## src/rtl/jtag_flash_pkg.sv

```systemverilog
package jtag_flash_pkg;

	// ==========================================
	// Scan path geometry
	localparam int          IR_W      = 16;
	localparam int          IND_W     = 20;
	localparam int          ID_W      = 32;
	localparam logic [15:0] IR_RESET  = 16'h0001;
	localparam logic [15:0] IR_IDCODE = 16'h0004;
	localparam logic [15:0] IR_FL_CON = 16'h0082;
	localparam logic [15:0] IR_FL_DAT = 16'h0083;
	localparam logic [15:0] IR_FL_ADR = 16'h0084;

	// ==========================================
	// Indirect command and response fields
	localparam int         OP_HI     = 19;
	localparam int         OP_LO     = 18;
	localparam int         PAY_HI    = 17;
	localparam int         PAY_W     = 18;
	localparam logic [1:0] OP_READ   = 2'h2;
	localparam logic [1:0] OP_WRITE  = 2'h3;
	localparam logic       RSP_TOP   = 1'b0;
	localparam int         PAD_W     = ID_W - IND_W;

	// ==========================================
	// Flash control modes and values
	localparam logic [2:0]  WM_STORE   = 3'h0;
	localparam logic [2:0]  WM_PROG    = 3'h1;
	localparam logic [2:0]  WM_ERASE   = 3'h2;
	localparam logic [3:0]  RM_PLAIN   = 4'h0;
	localparam logic [3:0]  RM_BLOCK   = 4'h1;
	localparam logic [3:0]  RM_SINGLE  = 4'h2;
	localparam logic [7:0]  ERASE_KEY  = 8'ha5;
	localparam logic [7:0]  CON_RESET  = 8'h00;
	localparam logic [7:0]  DAT_RESET  = 8'h00;
	localparam logic [15:0] ADR_RESET  = 16'h0000;
	localparam logic [15:0] ADR_STEP   = 16'h0001;
	localparam logic [15:0] LOCK_RD    = 16'hfdff;
	localparam logic [15:0] LOCK_WR    = 16'hfdfe;

	// ==========================================
	// Identification fields, values arbitrary
	localparam logic [3:0]  ID_VERSION = 4'h1;
	localparam logic [15:0] ID_PART    = 16'h0a3c;
	localparam logic [10:0] ID_MAKER   = 11'h15a;
	localparam logic        ID_MARK    = 1'b1;

	typedef enum logic [1:0] {
		FC_READ      = 2'h0,
		FC_PROG      = 2'h1,
		FC_ERASE     = 2'h2,
		FC_ERASE_ALL = 2'h3
	} flash_cmd_t;

	typedef struct packed {
		flash_cmd_t  cmd;
		logic [15:0] addr;
		logic [7:0]  wdata;
		logic        scratch;
	} flash_req_t;

	typedef struct packed {
		logic       ack;
		logic       fail;
		logic [7:0] rdata;
	} flash_rsp_t;

	typedef struct packed {
		logic       scratch;
		logic [2:0] wmode;
		logic [3:0] rmode;
	} flash_ctrl_t;

	typedef struct packed {
		logic [7:0] data;
		logic       fail;
		logic       busy;
	} flash_dat_t;

	typedef enum logic [15:0] {
		T_RESET = 16'h0001, T_IDLE  = 16'h0002, T_SELDR = 16'h0004, T_CAPDR = 16'h0008,
		T_SHDR  = 16'h0010, T_EX1DR = 16'h0020, T_PSDR  = 16'h0040, T_EX2DR = 16'h0080,
		T_UPDR  = 16'h0100, T_SELIR = 16'h0200, T_CAPIR = 16'h0400, T_SHIR  = 16'h0800,
		T_EX1IR = 16'h1000, T_PSIR  = 16'h2000, T_EX2IR = 16'h4000, T_UPIR  = 16'h8000
	} tap_state_t;

endpackage : jtag_flash_pkg

```

## src/rtl/bit_sync.sv

```systemverilog
`timescale 1ns/10ps
`default_nettype none

module bit_sync #(
	parameter int W = 1
) (
	input  wire logic         clk,
	input  wire logic         rstn,
	input  wire logic [W-1:0] async_in,
	output logic      [W-1:0] sync_out
);

	logic [W-1:0] meta_q;

	always_ff @(posedge clk or negedge rstn) begin
		if (!rstn) begin
			meta_q   <= '0;
			sync_out <= '0;
		end else begin
			meta_q   <= async_in;
			sync_out <= meta_q;
		end
	end

endmodule : bit_sync

`default_nettype wire

```

## src/rtl/flash_op_engine.sv

```systemverilog
`timescale 1ns/10ps
`default_nettype none

module flash_op_engine (
	input  wire logic                      clk,
	input  wire logic                      rstn,
	input  wire logic                      start,
	input  wire jtag_flash_pkg::flash_req_t start_req,
	output logic                           busy,
	output logic                           done,
	output logic                           flash_valid,
	output jtag_flash_pkg::flash_req_t      flash_req,
	input  wire jtag_flash_pkg::flash_rsp_t flash_rsp
);

	typedef enum logic [1:0] {
		E_IDLE = 2'b01,
		E_WAIT = 2'b10
	} eng_state_t;

	eng_state_t state_q;

	// ==========================================
	// One request outstanding at a time
	assign busy        = (state_q == E_WAIT);
	assign flash_valid = busy;
	assign done        = busy && flash_rsp.ack;

	always_ff @(posedge clk or negedge rstn) begin
		if (!rstn) begin
			state_q   <= E_IDLE;
			flash_req <= '0;
		end else begin
			unique case (state_q)
				E_IDLE: begin
					if (start) begin
						state_q   <= E_WAIT;
						flash_req <= start_req;
					end
				end
				E_WAIT: begin
					if (flash_rsp.ack) begin
						state_q <= E_IDLE;
					end
				end
			endcase
		end
	end

	a_busy_till_ack:
	assert property (@(posedge clk) disable iff (!rstn)
		(start && !busy) || (busy && !done) |=> busy)
	else $error("Engine busy dropped before flash acknowledge");

endmodule : flash_op_engine

`default_nettype wire

```

## src/rtl/jtag_flash_access.sv

```systemverilog
// How it works
// Command: opcode bits 19:18, payload 17:0
// Opcode 0x poll, 10 read, 11 write
// Poll captures status, never updates
// Two shifted opcode bits start a read
// Tester left-justifies short payloads at bit 17
// Tester polls busy before using results
// Tester keeps instruction fixed while busy
// Response: zero, 18-bit payload, busy
// Busy high from start until completion
// Commands while busy wait for busy low
// Read payload right-justified behind busy
// Control top bit selects scratchpad sector
// Tester keeps scratchpad addresses in range
// Write mode 000 only stores data
// Write mode 001 programs, then address+1
// Write mode 010 erases page on key
// Lock byte address erases whole user space
// Read mode 0000 returns stored data
// Read mode 0001 reads whenever idle
// Read mode 0010 needs prior result fetched
// Tester uses only defined mode encodings
// Identification: version, part, maker fields
// Identification instruction selects 32-bit register
// Data register: byte, fail, busy; a read returns only the byte, and fail_q is never read out
// Read byte loaded before busy clears
`timescale 1ns/10ps
`default_nettype none

module jtag_flash_access (
	input  wire logic                      sys_clk,
	input  wire logic                      rstn,
	input  wire logic                      tck,
	input  wire logic                      tms,
	input  wire logic                      tdi,
	output logic                           tdo,
	output logic                           tdo_en_n,
	output logic                           flash_valid,
	output jtag_flash_pkg::flash_req_t      flash_req,
	input  wire jtag_flash_pkg::flash_rsp_t flash_rsp
);

	// ==========================================
	// Pin sampling
	logic [2:0] pins_s;
	logic       tck_s;
	logic       tms_s;
	logic       tdi_s;
	logic       tck_prev_q;
	logic       tck_rise;
	logic       tck_fall;

	bit_sync #(
		.W (3)
	) u_pin_sync (
		.clk      (sys_clk),
		.rstn     (rstn),
		.async_in ({tck, tms, tdi}),
		.sync_out (pins_s)
	);

	assign tck_s    = pins_s[2];
	assign tms_s    = pins_s[1];
	assign tdi_s    = pins_s[0];
	assign tck_rise = tck_s && !tck_prev_q;
	assign tck_fall = !tck_s && tck_prev_q;

	// ==========================================
	// Test access port controller
	jtag_flash_pkg::tap_state_t state_q;
	jtag_flash_pkg::tap_state_t state_d;

	always_comb begin
		state_d = state_q;
		unique case (state_q)
			jtag_flash_pkg::T_RESET: state_d = tms_s ? jtag_flash_pkg::T_RESET : jtag_flash_pkg::T_IDLE;
			jtag_flash_pkg::T_IDLE:  state_d = tms_s ? jtag_flash_pkg::T_SELDR : jtag_flash_pkg::T_IDLE;
			jtag_flash_pkg::T_SELDR: state_d = tms_s ? jtag_flash_pkg::T_SELIR : jtag_flash_pkg::T_CAPDR;
			jtag_flash_pkg::T_CAPDR: state_d = tms_s ? jtag_flash_pkg::T_EX1DR : jtag_flash_pkg::T_SHDR;
			jtag_flash_pkg::T_SHDR:  state_d = tms_s ? jtag_flash_pkg::T_EX1DR : jtag_flash_pkg::T_SHDR;
			jtag_flash_pkg::T_EX1DR: state_d = tms_s ? jtag_flash_pkg::T_UPDR : jtag_flash_pkg::T_PSDR;
			jtag_flash_pkg::T_PSDR:  state_d = tms_s ? jtag_flash_pkg::T_EX2DR : jtag_flash_pkg::T_PSDR;
			jtag_flash_pkg::T_EX2DR: state_d = tms_s ? jtag_flash_pkg::T_UPDR : jtag_flash_pkg::T_SHDR;
			jtag_flash_pkg::T_UPDR:  state_d = tms_s ? jtag_flash_pkg::T_SELDR : jtag_flash_pkg::T_IDLE;
			jtag_flash_pkg::T_SELIR: state_d = tms_s ? jtag_flash_pkg::T_RESET : jtag_flash_pkg::T_CAPIR;
			jtag_flash_pkg::T_CAPIR: state_d = tms_s ? jtag_flash_pkg::T_EX1IR : jtag_flash_pkg::T_SHIR;
			jtag_flash_pkg::T_SHIR:  state_d = tms_s ? jtag_flash_pkg::T_EX1IR : jtag_flash_pkg::T_SHIR;
			jtag_flash_pkg::T_EX1IR: state_d = tms_s ? jtag_flash_pkg::T_UPIR : jtag_flash_pkg::T_PSIR;
			jtag_flash_pkg::T_PSIR:  state_d = tms_s ? jtag_flash_pkg::T_EX2IR : jtag_flash_pkg::T_PSIR;
			jtag_flash_pkg::T_EX2IR: state_d = tms_s ? jtag_flash_pkg::T_UPIR : jtag_flash_pkg::T_SHIR;
			jtag_flash_pkg::T_UPIR:  state_d = tms_s ? jtag_flash_pkg::T_SELDR : jtag_flash_pkg::T_IDLE;
			default:                 state_d = jtag_flash_pkg::T_RESET;
		endcase
	end

	always_ff @(posedge sys_clk or negedge rstn) begin
		if (!rstn) begin
			state_q    <= jtag_flash_pkg::T_RESET;
			tck_prev_q <= 1'b0;
		end else begin
			tck_prev_q <= tck_s;
			if (tck_rise) begin
				state_q <= state_d;
			end
		end
	end

	// ==========================================
	// Step strobes and instruction decode
	logic [15:0] ir_q;
	logic [15:0] ir_sr_q;
	logic [31:0] dr_sr_q;
	logic        in_reset;
	logic        cap_ir;
	logic        sh_ir;
	logic        up_ir;
	logic        cap_dr;
	logic        sh_dr;
	logic        up_dr;
	logic        sel_con;
	logic        sel_dat;
	logic        sel_adr;
	logic        sel_ind;
	logic        sel_id;

	assign in_reset = (state_q == jtag_flash_pkg::T_RESET);
	assign cap_ir   = tck_rise && (state_q == jtag_flash_pkg::T_CAPIR);
	assign sh_ir    = tck_rise && (state_q == jtag_flash_pkg::T_SHIR);
	assign up_ir    = tck_rise && (state_q == jtag_flash_pkg::T_UPIR);
	assign cap_dr   = tck_rise && (state_q == jtag_flash_pkg::T_CAPDR);
	assign sh_dr    = tck_rise && (state_q == jtag_flash_pkg::T_SHDR);
	assign up_dr    = tck_rise && (state_q == jtag_flash_pkg::T_UPDR);
	assign sel_con  = (ir_q == jtag_flash_pkg::IR_FL_CON);
	assign sel_dat  = (ir_q == jtag_flash_pkg::IR_FL_DAT);
	assign sel_adr  = (ir_q == jtag_flash_pkg::IR_FL_ADR);
	assign sel_ind  = sel_con || sel_dat || sel_adr;
	assign sel_id   = (ir_q == jtag_flash_pkg::IR_IDCODE);

	// ==========================================
	// Flash interface registers
	jtag_flash_pkg::flash_ctrl_t con_q;
	jtag_flash_pkg::flash_dat_t  dat_view;
	jtag_flash_pkg::flash_req_t  eng_req;
	logic [7:0]                  dat_q;
	logic                        fail_q;
	logic [15:0]                 adr_q;
	logic [17:0]                 rd_res_q;
	logic                        unread_q;
	logic                        pend_q;
	logic [19:0]                 pend_cmd_q;
	logic                        busy;
	logic                        eng_done;

	assign dat_view = '{data: dat_q, fail: fail_q, busy: busy};

	// ==========================================
	// Command decode and launch
	logic [19:0] cmd;
	logic [1:0]  cmd_op;
	logic [7:0]  pay_byte;
	logic [15:0] pay_word;
	logic        cmd_rw;
	logic        exec_go;
	logic        exec_rd;
	logic        exec_wr;
	logic        wr_dat;
	logic        rd_dat;
	logic        lock_hit;
	logic        start_prog;
	logic        start_erase;
	logic        start_read;
	logic        eng_start;
	logic [17:0] rd_value;

	// A poll leaves bit 19 low, so it never counts as read or write
	assign cmd      = (cap_dr && pend_q) ? pend_cmd_q : dr_sr_q[19:0];
	assign cmd_op   = cmd[jtag_flash_pkg::OP_HI:jtag_flash_pkg::OP_LO];
	assign pay_byte = cmd[jtag_flash_pkg::PAY_HI -: 8];
	assign pay_word = cmd[jtag_flash_pkg::PAY_HI -: 16];
	assign cmd_rw   = (cmd_op == jtag_flash_pkg::OP_READ)
		|| (cmd_op == jtag_flash_pkg::OP_WRITE);
	// Commands during busy are held and launched at the next idle capture
	assign exec_go  = sel_ind && !busy && ((up_dr && cmd_rw) || (cap_dr && pend_q));
	assign exec_rd  = exec_go && (cmd_op == jtag_flash_pkg::OP_READ);
	assign exec_wr  = exec_go && (cmd_op == jtag_flash_pkg::OP_WRITE);
	assign wr_dat   = exec_wr && sel_dat;
	assign rd_dat   = exec_rd && sel_dat;
	assign lock_hit = (adr_q == jtag_flash_pkg::LOCK_RD) || (adr_q == jtag_flash_pkg::LOCK_WR);

	assign start_prog  = wr_dat && (con_q.wmode == jtag_flash_pkg::WM_PROG);
	assign start_erase = wr_dat && (con_q.wmode == jtag_flash_pkg::WM_ERASE)
		&& (pay_byte == jtag_flash_pkg::ERASE_KEY);
	assign start_read  = rd_dat && ((con_q.rmode == jtag_flash_pkg::RM_BLOCK)
		|| ((con_q.rmode == jtag_flash_pkg::RM_SINGLE) && !unread_q));
	assign eng_start   = start_prog || start_erase || start_read;

	assign eng_req.cmd     = start_read ? jtag_flash_pkg::FC_READ
		: start_prog ? jtag_flash_pkg::FC_PROG
		: lock_hit ? jtag_flash_pkg::FC_ERASE_ALL
		: jtag_flash_pkg::FC_ERASE;
	assign eng_req.addr    = adr_q;
	assign eng_req.wdata   = pay_byte;
	assign eng_req.scratch = con_q.scratch;

	// Short registers come back right-justified behind busy
	assign rd_value = sel_con ? {10'h000, con_q}
		: sel_adr ? {2'h0, adr_q}
		: {10'h000, dat_view.data};

	flash_op_engine u_engine (
		.clk         (sys_clk),
		.rstn        (rstn),
		.start       (eng_start),
		.start_req   (eng_req),
		.busy        (busy),
		.done        (eng_done),
		.flash_valid (flash_valid),
		.flash_req   (flash_req),
		.flash_rsp   (flash_rsp)
	);

	// ==========================================
	// Register updates
	always_ff @(posedge sys_clk or negedge rstn) begin
		if (!rstn) begin
			con_q      <= jtag_flash_pkg::CON_RESET;
			dat_q      <= jtag_flash_pkg::DAT_RESET;
			adr_q      <= jtag_flash_pkg::ADR_RESET;
			fail_q     <= 1'b0;
			unread_q   <= 1'b0;
			rd_res_q   <= '0;
		end else begin
			if (exec_wr && sel_con) begin
				con_q <= jtag_flash_pkg::flash_ctrl_t'(pay_byte);
			end
			if (exec_wr && sel_adr) begin
				adr_q <= pay_word;
			end
			if (wr_dat) begin
				dat_q <= pay_byte;
			end
			if (exec_rd) begin
				rd_res_q <= rd_value;
			end
			if (rd_dat) begin
				unread_q <= 1'b0;
			end
			if (eng_done) begin
				fail_q <= flash_rsp.fail;
				if (flash_req.cmd == jtag_flash_pkg::FC_READ) begin
					dat_q    <= flash_rsp.rdata;
					unread_q <= 1'b1;
				end
				if (flash_req.cmd == jtag_flash_pkg::FC_READ
					|| flash_req.cmd == jtag_flash_pkg::FC_PROG) begin
					adr_q <= adr_q + jtag_flash_pkg::ADR_STEP;
				end
			end
		end
	end

	// ==========================================
	// Deferred command holding
	always_ff @(posedge sys_clk or negedge rstn) begin
		if (!rstn) begin
			pend_q     <= 1'b0;
			pend_cmd_q <= '0;
		end else if (in_reset || exec_go) begin
			pend_q <= 1'b0;
		end else if (up_dr && sel_ind && cmd_rw && busy) begin
			pend_q     <= 1'b1;
			pend_cmd_q <= dr_sr_q[19:0];
		end
	end

	// ==========================================
	// Instruction and data shift paths
	always_ff @(posedge sys_clk or negedge rstn) begin
		if (!rstn) begin
			ir_q    <= jtag_flash_pkg::IR_IDCODE;
			ir_sr_q <= '0;
		end else if (tck_rise && in_reset) begin
			ir_q <= jtag_flash_pkg::IR_IDCODE;
		end else if (cap_ir) begin
			ir_sr_q <= jtag_flash_pkg::IR_RESET;
		end else if (sh_ir) begin
			ir_sr_q <= {tdi_s, ir_sr_q[15:1]};
		end else if (up_ir) begin
			ir_q <= ir_sr_q;
		end
	end

	always_ff @(posedge sys_clk or negedge rstn) begin
		if (!rstn) begin
			dr_sr_q <= '0;
		end else if (cap_dr) begin
			if (sel_id) begin
				dr_sr_q <= {jtag_flash_pkg::ID_VERSION, jtag_flash_pkg::ID_PART,
					jtag_flash_pkg::ID_MAKER, jtag_flash_pkg::ID_MARK};
			end else if (sel_ind) begin
				dr_sr_q <= {{jtag_flash_pkg::PAD_W{1'b0}}, jtag_flash_pkg::RSP_TOP,
					rd_res_q, busy};
			end else begin
				dr_sr_q <= '0;
			end
		end else if (sh_dr) begin
			if (sel_id) begin
				dr_sr_q <= {tdi_s, dr_sr_q[31:1]};
			end else if (sel_ind) begin
				// Tester's last bits land in 19:18, payload MSB at 17
				dr_sr_q <= {{jtag_flash_pkg::PAD_W{1'b0}}, tdi_s, dr_sr_q[19:1]};
			end else begin
				dr_sr_q <= {31'h00000000, tdi_s};
			end
		end
	end

	// ==========================================
	// Serial output, changed on the falling test clock edge
	logic shifting;

	assign shifting = (state_q == jtag_flash_pkg::T_SHDR) || (state_q == jtag_flash_pkg::T_SHIR);

	always_ff @(posedge sys_clk or negedge rstn) begin
		if (!rstn) begin
			tdo      <= 1'b0;
			tdo_en_n <= 1'b1;
		end else if (tck_fall) begin
			tdo      <= (state_q == jtag_flash_pkg::T_SHIR) ? ir_sr_q[0] : dr_sr_q[0];
			tdo_en_n <= !shifting;
		end
	end

	// ==========================================
	// Checks
	a_poll_no_write:
	assert property (@(posedge sys_clk) disable iff (!rstn)
		up_dr && sel_ind && !dr_sr_q[jtag_flash_pkg::OP_HI] |=> $stable(con_q) && $stable(adr_q)
			&& $stable(dat_q) && !busy || $past(busy))
	else $error("Poll changed a register");

	a_resp_layout:
	assert property (@(posedge sys_clk) disable iff (!rstn)
		cap_dr && sel_ind |=> dr_sr_q[19] == 1'b0 && dr_sr_q[0] == $past(busy)
			&& dr_sr_q[18:1] == $past(rd_res_q))
	else $error("Indirect response layout wrong");

	a_busy_ignore:
	assert property (@(posedge sys_clk) disable iff (!rstn)
		busy && up_dr |-> !eng_start ##1 $stable(con_q) && ($stable(adr_q) || $past(eng_done)))
	else $error("Command acted while busy");

	a_mode_store:
	assert property (@(posedge sys_clk) disable iff (!rstn)
		wr_dat && con_q.wmode == jtag_flash_pkg::WM_STORE |-> !eng_start ##1 dat_q == $past(pay_byte))
	else $error("Store mode started a flash operation");

	a_prog_incr:
	assert property (@(posedge sys_clk) disable iff (!rstn)
		eng_done && flash_req.cmd == jtag_flash_pkg::FC_PROG
		|=> adr_q == $past(adr_q) + jtag_flash_pkg::ADR_STEP)
	else $error("Address not stepped after program");

	a_erase_key:
	assert property (@(posedge sys_clk) disable iff (!rstn)
		eng_start && eng_req.cmd != jtag_flash_pkg::FC_READ && con_q.wmode == jtag_flash_pkg::WM_ERASE
		|-> pay_byte == jtag_flash_pkg::ERASE_KEY ##1 busy && $stable(adr_q))
	else $error("Erase without key");

	a_single_read:
	assert property (@(posedge sys_clk) disable iff (!rstn)
		start_read && con_q.rmode == jtag_flash_pkg::RM_SINGLE |-> !unread_q && !busy)
	else $error("Single read started over unread data");

	a_read_loads:
	assert property (@(posedge sys_clk) disable iff (!rstn)
		eng_done && flash_req.cmd == jtag_flash_pkg::FC_READ
		|=> dat_q == $past(flash_rsp.rdata) && !busy && unread_q)
	else $error("Read byte not loaded at completion");

	a_id_capture:
	assert property (@(posedge sys_clk) disable iff (!rstn)
		cap_dr && sel_id |=> dr_sr_q[31:28] == jtag_flash_pkg::ID_VERSION
			&& dr_sr_q[27:12] == jtag_flash_pkg::ID_PART)
	else $error("Identification capture wrong");

	a_scratch_route:
	assert property (@(posedge sys_clk) disable iff (!rstn)
		eng_start |=> flash_valid && flash_req.scratch == $past(con_q.scratch))
	else $error("Scratchpad select not carried");

endmodule : jtag_flash_access

`default_nettype wire

```

## config.mk

```make
export PLATFORM = sky130hd
export DESIGN_NAME = jtag_flash_access
export DESIGN_NICKNAME = d
export VERILOG_FILES = /design/src/rtl/jtag_flash_pkg.sv /design/src/rtl/bit_sync.sv /design/src/rtl/flash_op_engine.sv /design/src/rtl/jtag_flash_access.sv
export SDC_FILE = /design/constraint.sdc
export NUM_CORES = 1
export LEC_CHECK = 0
export BUFFER_PORTS_ARGS = -buffer_cell sky130_fd_sc_hd__buf_2
export CAP_MARGIN = 40
export CORE_AREA = 5 5 157 159
export CTS_CLUSTER_SIZE = 14
export DETAILED_ROUTE_END_ITERATION = 10
export DIE_AREA = 0 0 162 164
export SLEW_MARGIN = 25
export SYNTH_ARGS = -nofsm -noshare
export SYNTH_HDL_FRONTEND = slang
export SYNTH_HIERARCHICAL = 1
export SYNTH_SLANG_ARGS = --single-unit
```

## constraint.sdc

```tcl
create_clock -name sys_clk -period 2.94 [get_ports sys_clk]
set_input_delay 0.147 -clock sys_clk [delete_from_list [all_inputs] [get_ports sys_clk]]
set_output_delay 0.147 -clock sys_clk [all_outputs]
set_load 0.01 [all_outputs]
```

==> impl_metrics.yaml, run 1 <==
synthesis:
  synth-edff-count: 0
  synthFlopType: "dfrtp_1"
  synth_warnings: 6
  synth-seq-cells: 186
  yosysMostFrequentCell: "dfrtp_1"
  syn_nets: 869
  synth_cells: 852
  yosysTopAreaCell: "dfrtp_1"
  synth-async-reset-ratio: 1.00
  ys_seq_area_frac: 0.514
  synth_top_area_share: 0.503
  syn_area_um2: 9060
  syn_area_per_cell_um2: 10.6
  synth.area.top_cells: "dfrtp_1 (50%), nand2_1 (5.6%), mux2_2 (4.6%)"
  yosys-top-cells-count: "dfrtp_1 (182), nand2_1 (136), o21ai_0 (74)"
  synth.distinct_cells: 73
layout:
  fin_util: 0.472
  fin_area_um2: 10900
  final_nets: 985
  diodes: 0
  area_growth_pct: 20.4
  finalNonFillerCells: 1271
  layout-drive-gt1-share: 0.258
detailed_routing:
  viasPerCell: 5.44
  drcViolationCount: 0
  routed_wl_um: 22500
  via_count: 6920
  firstDrtPassIters: 5
  wl_per_cell_um: 17.7
  dr.first_iter.drc_count: 471
  antenna_left: 0
power:
  swShare: 0.305
  switchingPower_mw: 1.93
  cell_internal_pwr_mw: 4.40
  leakagePower_nw: 5.17
  irDropWorstVdd_uv: 402
  seqPwrFrac: 0.468
  p_comb_frac: 0.160
  powerDensity_nw_per_um2: 580
  pwr-share-clk: 0.372
die:
  initial_core_util: 0.392
  design.core.area_um2: 23100
  fp.dieH_um: 164
  dieWidth_um: 162
  dieArea_um2: 26600
  io_pins: 45
  num_rows: 56
cts:
  root_buffer: "clkbuf_16"
  clockBufferDepth: 2
  clock_sinks: 186
  post_cts_buffers: 0
  clk_pin_slew_ps: 80
  cts_htree_levels: 4
  insertion_delay_ps: 440
  cts-buffers-inserted: 17
  cts_tree: "built"
critical_path:
  r2r_cells: 9
  endpoint_kind: "flip-flop"
  crit_family: "simple AND/OR/NAND/NOR gates"
  cp.arrival_ps: 3540
  path_cells: "or4_4 -> or3_4 -> or4b_4 -> and4bb_2 -> and4b_1 -> o21bai_4 -> nand3b_1 -> buf_12 -> mux2_4"
  required_ps: 3260
  r2r-start: "ir_q[11]"
  r2r_slack_ps: -280
  crit_path_start_kind: "flip-flop"
  regToRegEndpoint: "u_engine/flash_req[20]"
  crit_path_top_delay_cell: "or4_4"
  cp_max_fo: 27
  crit_type: "flip-flop to flip-flop"
  max_stage_delay_ps: 540
  crit_buf_inv: 1
min_path:
  min_to: "u_engine/state_q[1]"
  min-delay-start: "flash_rsp[9]"
  hold_path_class: "primary input to flip-flop"
  hold_depth: 3
timing:
  fin_ws_ps: -278
  hold_violations: 0
  period_needed_ps: 3220
  finClkSkew_ps: 10.2
  fin_crit_sh: 1.09
  rsz0062_at_grt: "true"
  timing.fmax_ghz: 0.311
  setup_viol_count_final: 27
  tightestPinTransition_ps: 809
  setup-tns-final_ps: -6850
  drv_slew: 0
  slew_headroom: 0.456
grt:
  antenna_found_initial: 0
  gr-total-overflow: 0
  grt_pass1_vias: 6808
  grt_max_degree: 80
  grt_pass1_wl_um: 36700
  track_usage: 0.173
run_status:
  outcome: "finished, violations left"
  violations: "setup timing"
job:
  cap_violations: 0
placement:
  placed_area_um2: 10100
  post-place-cells: 1226
  routabilityCongestion: 0.834
  portBuffers: 43
  dp_hpwl_um: 15900
-- worst min-delay path, stage by stage --
cell and delay [ps]:
buf_2 80, and3b_2 210, a21oi_1 50
-- kinds of logic after synthesis --
| kind of cell | count (synthesis) | share of synthesized area |
|---|---|---|
| compound gates | 190 | 0.143 |
| xor+xnor | 9 | 0.00870 |
| fa+ha+maj | 2 | 0.00276 |
| buf+inv | 59 | 0.0326 |
| flops | 186 | 0.514 |
| mux | 93 | 0.119 |
| simple gates | 313 | 0.180 |
-- timing repair --
item	in CTS	in global routing
endpoints found under the setup margin	27	32
gates cloned	0	0
hold buffers	12	0
hold endpoints to repair	86	0
gates resized for setup	1	3
-- metal layers --
metal	GRT usage	wire, um	vias to the layer above
li1	-	-	3325
met1	0.234	10300	3426
met2	0.291	11000	151
met3	0.0304	922	18
met4	0.0434	312	0
met5	0	0	-
-- through the flow --
step	worst slack (ps)	total power, mW	hold WS (ps)
2_1_floorplan	-280	3.63	-149
3_3_place_gp	-222	4.00	241
3_5_place_dp	-262	4.01	240
4_1_cts	-258	6.38	74.3
5_1_grt	-377	6.64	102
6_report	-278	6.33	80.7
-- registers in the layout (all words and copies together) (netlist names), 16 cells and up --
| register | count |
|---|---|
| ir_sr_q | 16 |
| dr_sr_q | 32 |
| ir_q | 16 |
| pend_cmd_q | 18 |
| u_engine/flash_req | 27 |
| adr_q | 16 |
| state_q | 16 |
| rd_res_q | 16 |
-- cell usage in the layout (no fill, tap or decap), types with 8 or more instances in the layout --
master	n
nor2b_1	10
nand2b_1	11
o221ai_1	10
clkbuf_16	17
nand3_1	15
nor2_1	34
o31ai_1	9
buf_4	87
dlygate4sd3_1	12
nand2_1	135
inv_1	9
nor4_1	10
a22o_1	22
mux2i_1	36
nor3_1	19
mux2_4	20
mux2_2	37
a21oi_1	21
and2_1	8
buf_2	42
a211oi_1	9
o21ai_0	74
dfrtp_1	182
and3_1	9
-- cell type report --
| class | count | area [um^2] |
|---|---|---|
| clock buffer | 17 | 425 |
| multi-input combinational | 607 | 4140 |
| tap | 290 | 363 |
| fill | 2167 | 12200 |
| sequential | 186 | 4660 |
| clock inverter | 15 | 178 |
| inverter | 9 | 33.8 |
| timing repair buffer | 147 | 1100 |
-- how the worst max path moves through the flow --
stage              from  cells after the start                      to  slack (ps)
6_report       ir_q[11]                      9  u_engine/flash_req[20]        -280
5_1_grt        ir_q[11]                      9   u_engine/flash_req[8]        -380
4_1_cts        ir_q[11]                      9  u_engine/flash_req[20]        -260
3_5_place_dp   ir_q[11]                      9  u_engine/flash_req[20]        -260
3_3_place_gp   ir_q[11]                      9   u_engine/flash_req[8]        -220
2_1_floorplan  ir_q[11]                     10   u_engine/flash_req[0]        -280
-- power groups by stage --
stage	clock network (mW)	logic, mW	registers [mW]
final	2.35	1.01	2.96
after global routing	2.51	1.14	2.99
after CTS	2.40	1.02	2.96
after floorplan	0	0.702	2.92
after detailed placement	0	1.00	3.01
after global placement	0	0.996	3.01
Note: power is estimated with default switching activity, not from simulation.
==> run 2, diff against run 1 <==
Settings changed: SKIP_LAST_GASP set to 1.
==> impl_metrics.yaml, run 2 (synthesis gave the netlist of run 1 again) <==
placement:
  routabilityCongestion: 0.834
  dp_hpwl_um: 15900
  dp_worst_setup_slack_ps: -262
  portBuffers: 43
  post-place-cells: 1226
grt:
  globalRoute.busiestLayer: "met2"
  gr-usage-met2: 0.290
  gr-total-overflow: 0
  grt_pass1_vias: 6799
  use_met3: 0.0304
  antenna_found_initial: 0
  met1_usage: 0.234
  track_usage: 0.173
  grt_pass1_wl_um: 36600
  grt_max_degree: 80
job:
  cap_violations: 0
die:
  design.core.area_um2: 23100
  num_rows: 56
  initial_core_util: 0.392
  fp.dieH_um: 164
  dieWidth_um: 162
  io_pins: 45
  dieArea_um2: 26600
cts:
  clockBufferDepth: 2
  cts-buffers-inserted: 17
  root_buffer: "clkbuf_16"
  clock_sinks: 186
  cts_tree: "built"
  cts_htree_levels: 4
  insertion_delay_ps: 440
  clk_pin_slew_ps: 70
critical_path:
  crit_path_top_delay_cell: "or4_4"
  endpoint_kind: "flip-flop"
  max_stage_delay_ps: 540
  cp.arrival_ps: 3540
  crit_type: "flip-flop to flip-flop"
  path_cells: "or4_4 -> or3_4 -> or4b_4 -> and4bb_2 -> and4b_1 -> o21bai_1 -> nand3b_1 -> buf_12 -> mux2_4"
  required_ps: 3260
  cp_max_fo: 27
  crit_path_start_kind: "flip-flop"
  r2r_slack_ps: -280
power:
  fin_total_pwr_mw: 6.32
  irDropWorstVdd_uv: 401
  powerDensity_nw_per_um2: 581
  leakagePower_nw: 5.17
timing:
  setup_viol_count_final: 27
  hold_violations: 0
  period_needed_ps: 3220
  rsz0062_at_grt: "true"
  fin_ws_ps: -279
  finClkSkew_ps: 10.3
  timing.fmax_ghz: 0.311
  slew_headroom: 0.455
  fin_crit_sh: 1.09
  tightestPinTransition_ps: 810
  drv_slew: 0
detailed_routing:
  drcViolationCount: 0
  viasPerCell: 5.42
  antenna_left: 0
  routed_wl_um: 22400
  firstDrtPassIters: 5
  dr.first_iter.drc_count: 480
  via_count: 6883
  wl_per_cell_um: 17.6
layout:
  final_nets: 985
  layout_commonest_cell: "dfrtp_1"
  top_register: "dr_sr_q"
  top_regs: "dr_sr_q x32, u_engine/flash_req x27, pend_cmd_q x18"
  layout-drive-gt1-share: 0.256
  diodes: 0
  largest_reg_flops: 32
  final_cell_mix: "dfrtp_1 (182), nand2_1 (135), buf_4 (87)"
  fin_util: 0.471
  finalNonFillerCells: 1271
  area_growth_pct: 20.1
run_status:
  violations: "setup timing"
  outcome: "finished, violations left"
min_path:
  hold_path_class: "primary input to flip-flop"
## run 2: where the power goes
part	internal [mW]	switching (mW)	leakage, nW
combinational	0.438	0.577	2.38
sequential	2.74	0.218	2.50
clock	1.22	1.13	0.289
total	4.40	1.92	5.17
## run 2: routing by layer
metal  vias up  part of all wire
met5         -                 0
met4         0             0.014
met3        19             0.041
met2       150              0.49
met1      3388              0.46
li1       3326                 -
## run 2: area by class of cell
| type | count | area (um^2) |
|---|---|---|
| multi-input cells | 607 | 4120 |
| repair buffers | 147 | 1100 |
| fillers | 2170 | 12200 |
| inverters | 9 | 33.8 |
| clock buffers | 17 | 425 |
| flip-flops and latches | 186 | 4660 |
| well taps | 290 | 363 |
| clock inverters | 15 | 178 |
## run 2: path summary, 6_finish.rpt
check | from | end | cells after the start
worst max-delay path | ir_q[11] | u_engine/flash_req[20] | 9
worst min-delay path | flash_rsp[9] | u_engine/state_q[1] | 3
worst max register to register | ir_q[11] | u_engine/flash_req[20] | 9
worst min register to register | u_pin_sync/meta_q[0] | u_pin_sync/sync_out[0] | 0
max in group asynchronous | rstn | state_q[0] | 3
min in group asynchronous | rstn | u_engine/flash_req[8] | 2
## run 2: per-stage QoR
stage	setup TNS [ps]	hold WS, ps	cell area (um^2)
floorplan	-6370	-149	9070
global placement	-5660	241	10100
detailed placement	-6700	240	10100
CTS	-7150	74.3	10900
global route	-9870	102	10900
finish	-6920	80.8	10900
## run 2: critical path, delay by kind of cell, from the launching register on
family,cells,cell delay [ps]
simple gates,6,2050
mux,1,310
compound gates,1,130
flops,1,380
buf+inv,1,200
## run 2: timing repair
action | 4_1_cts | 5_1_grt
endpoints found under the setup margin | 27 | 32
hold buffers | 12 | 0
pin swaps | 0 | 1
gates resized for setup | 0 | 1
endpoints found under the hold margin | 86 | 0
setup buffers | 0 | 0
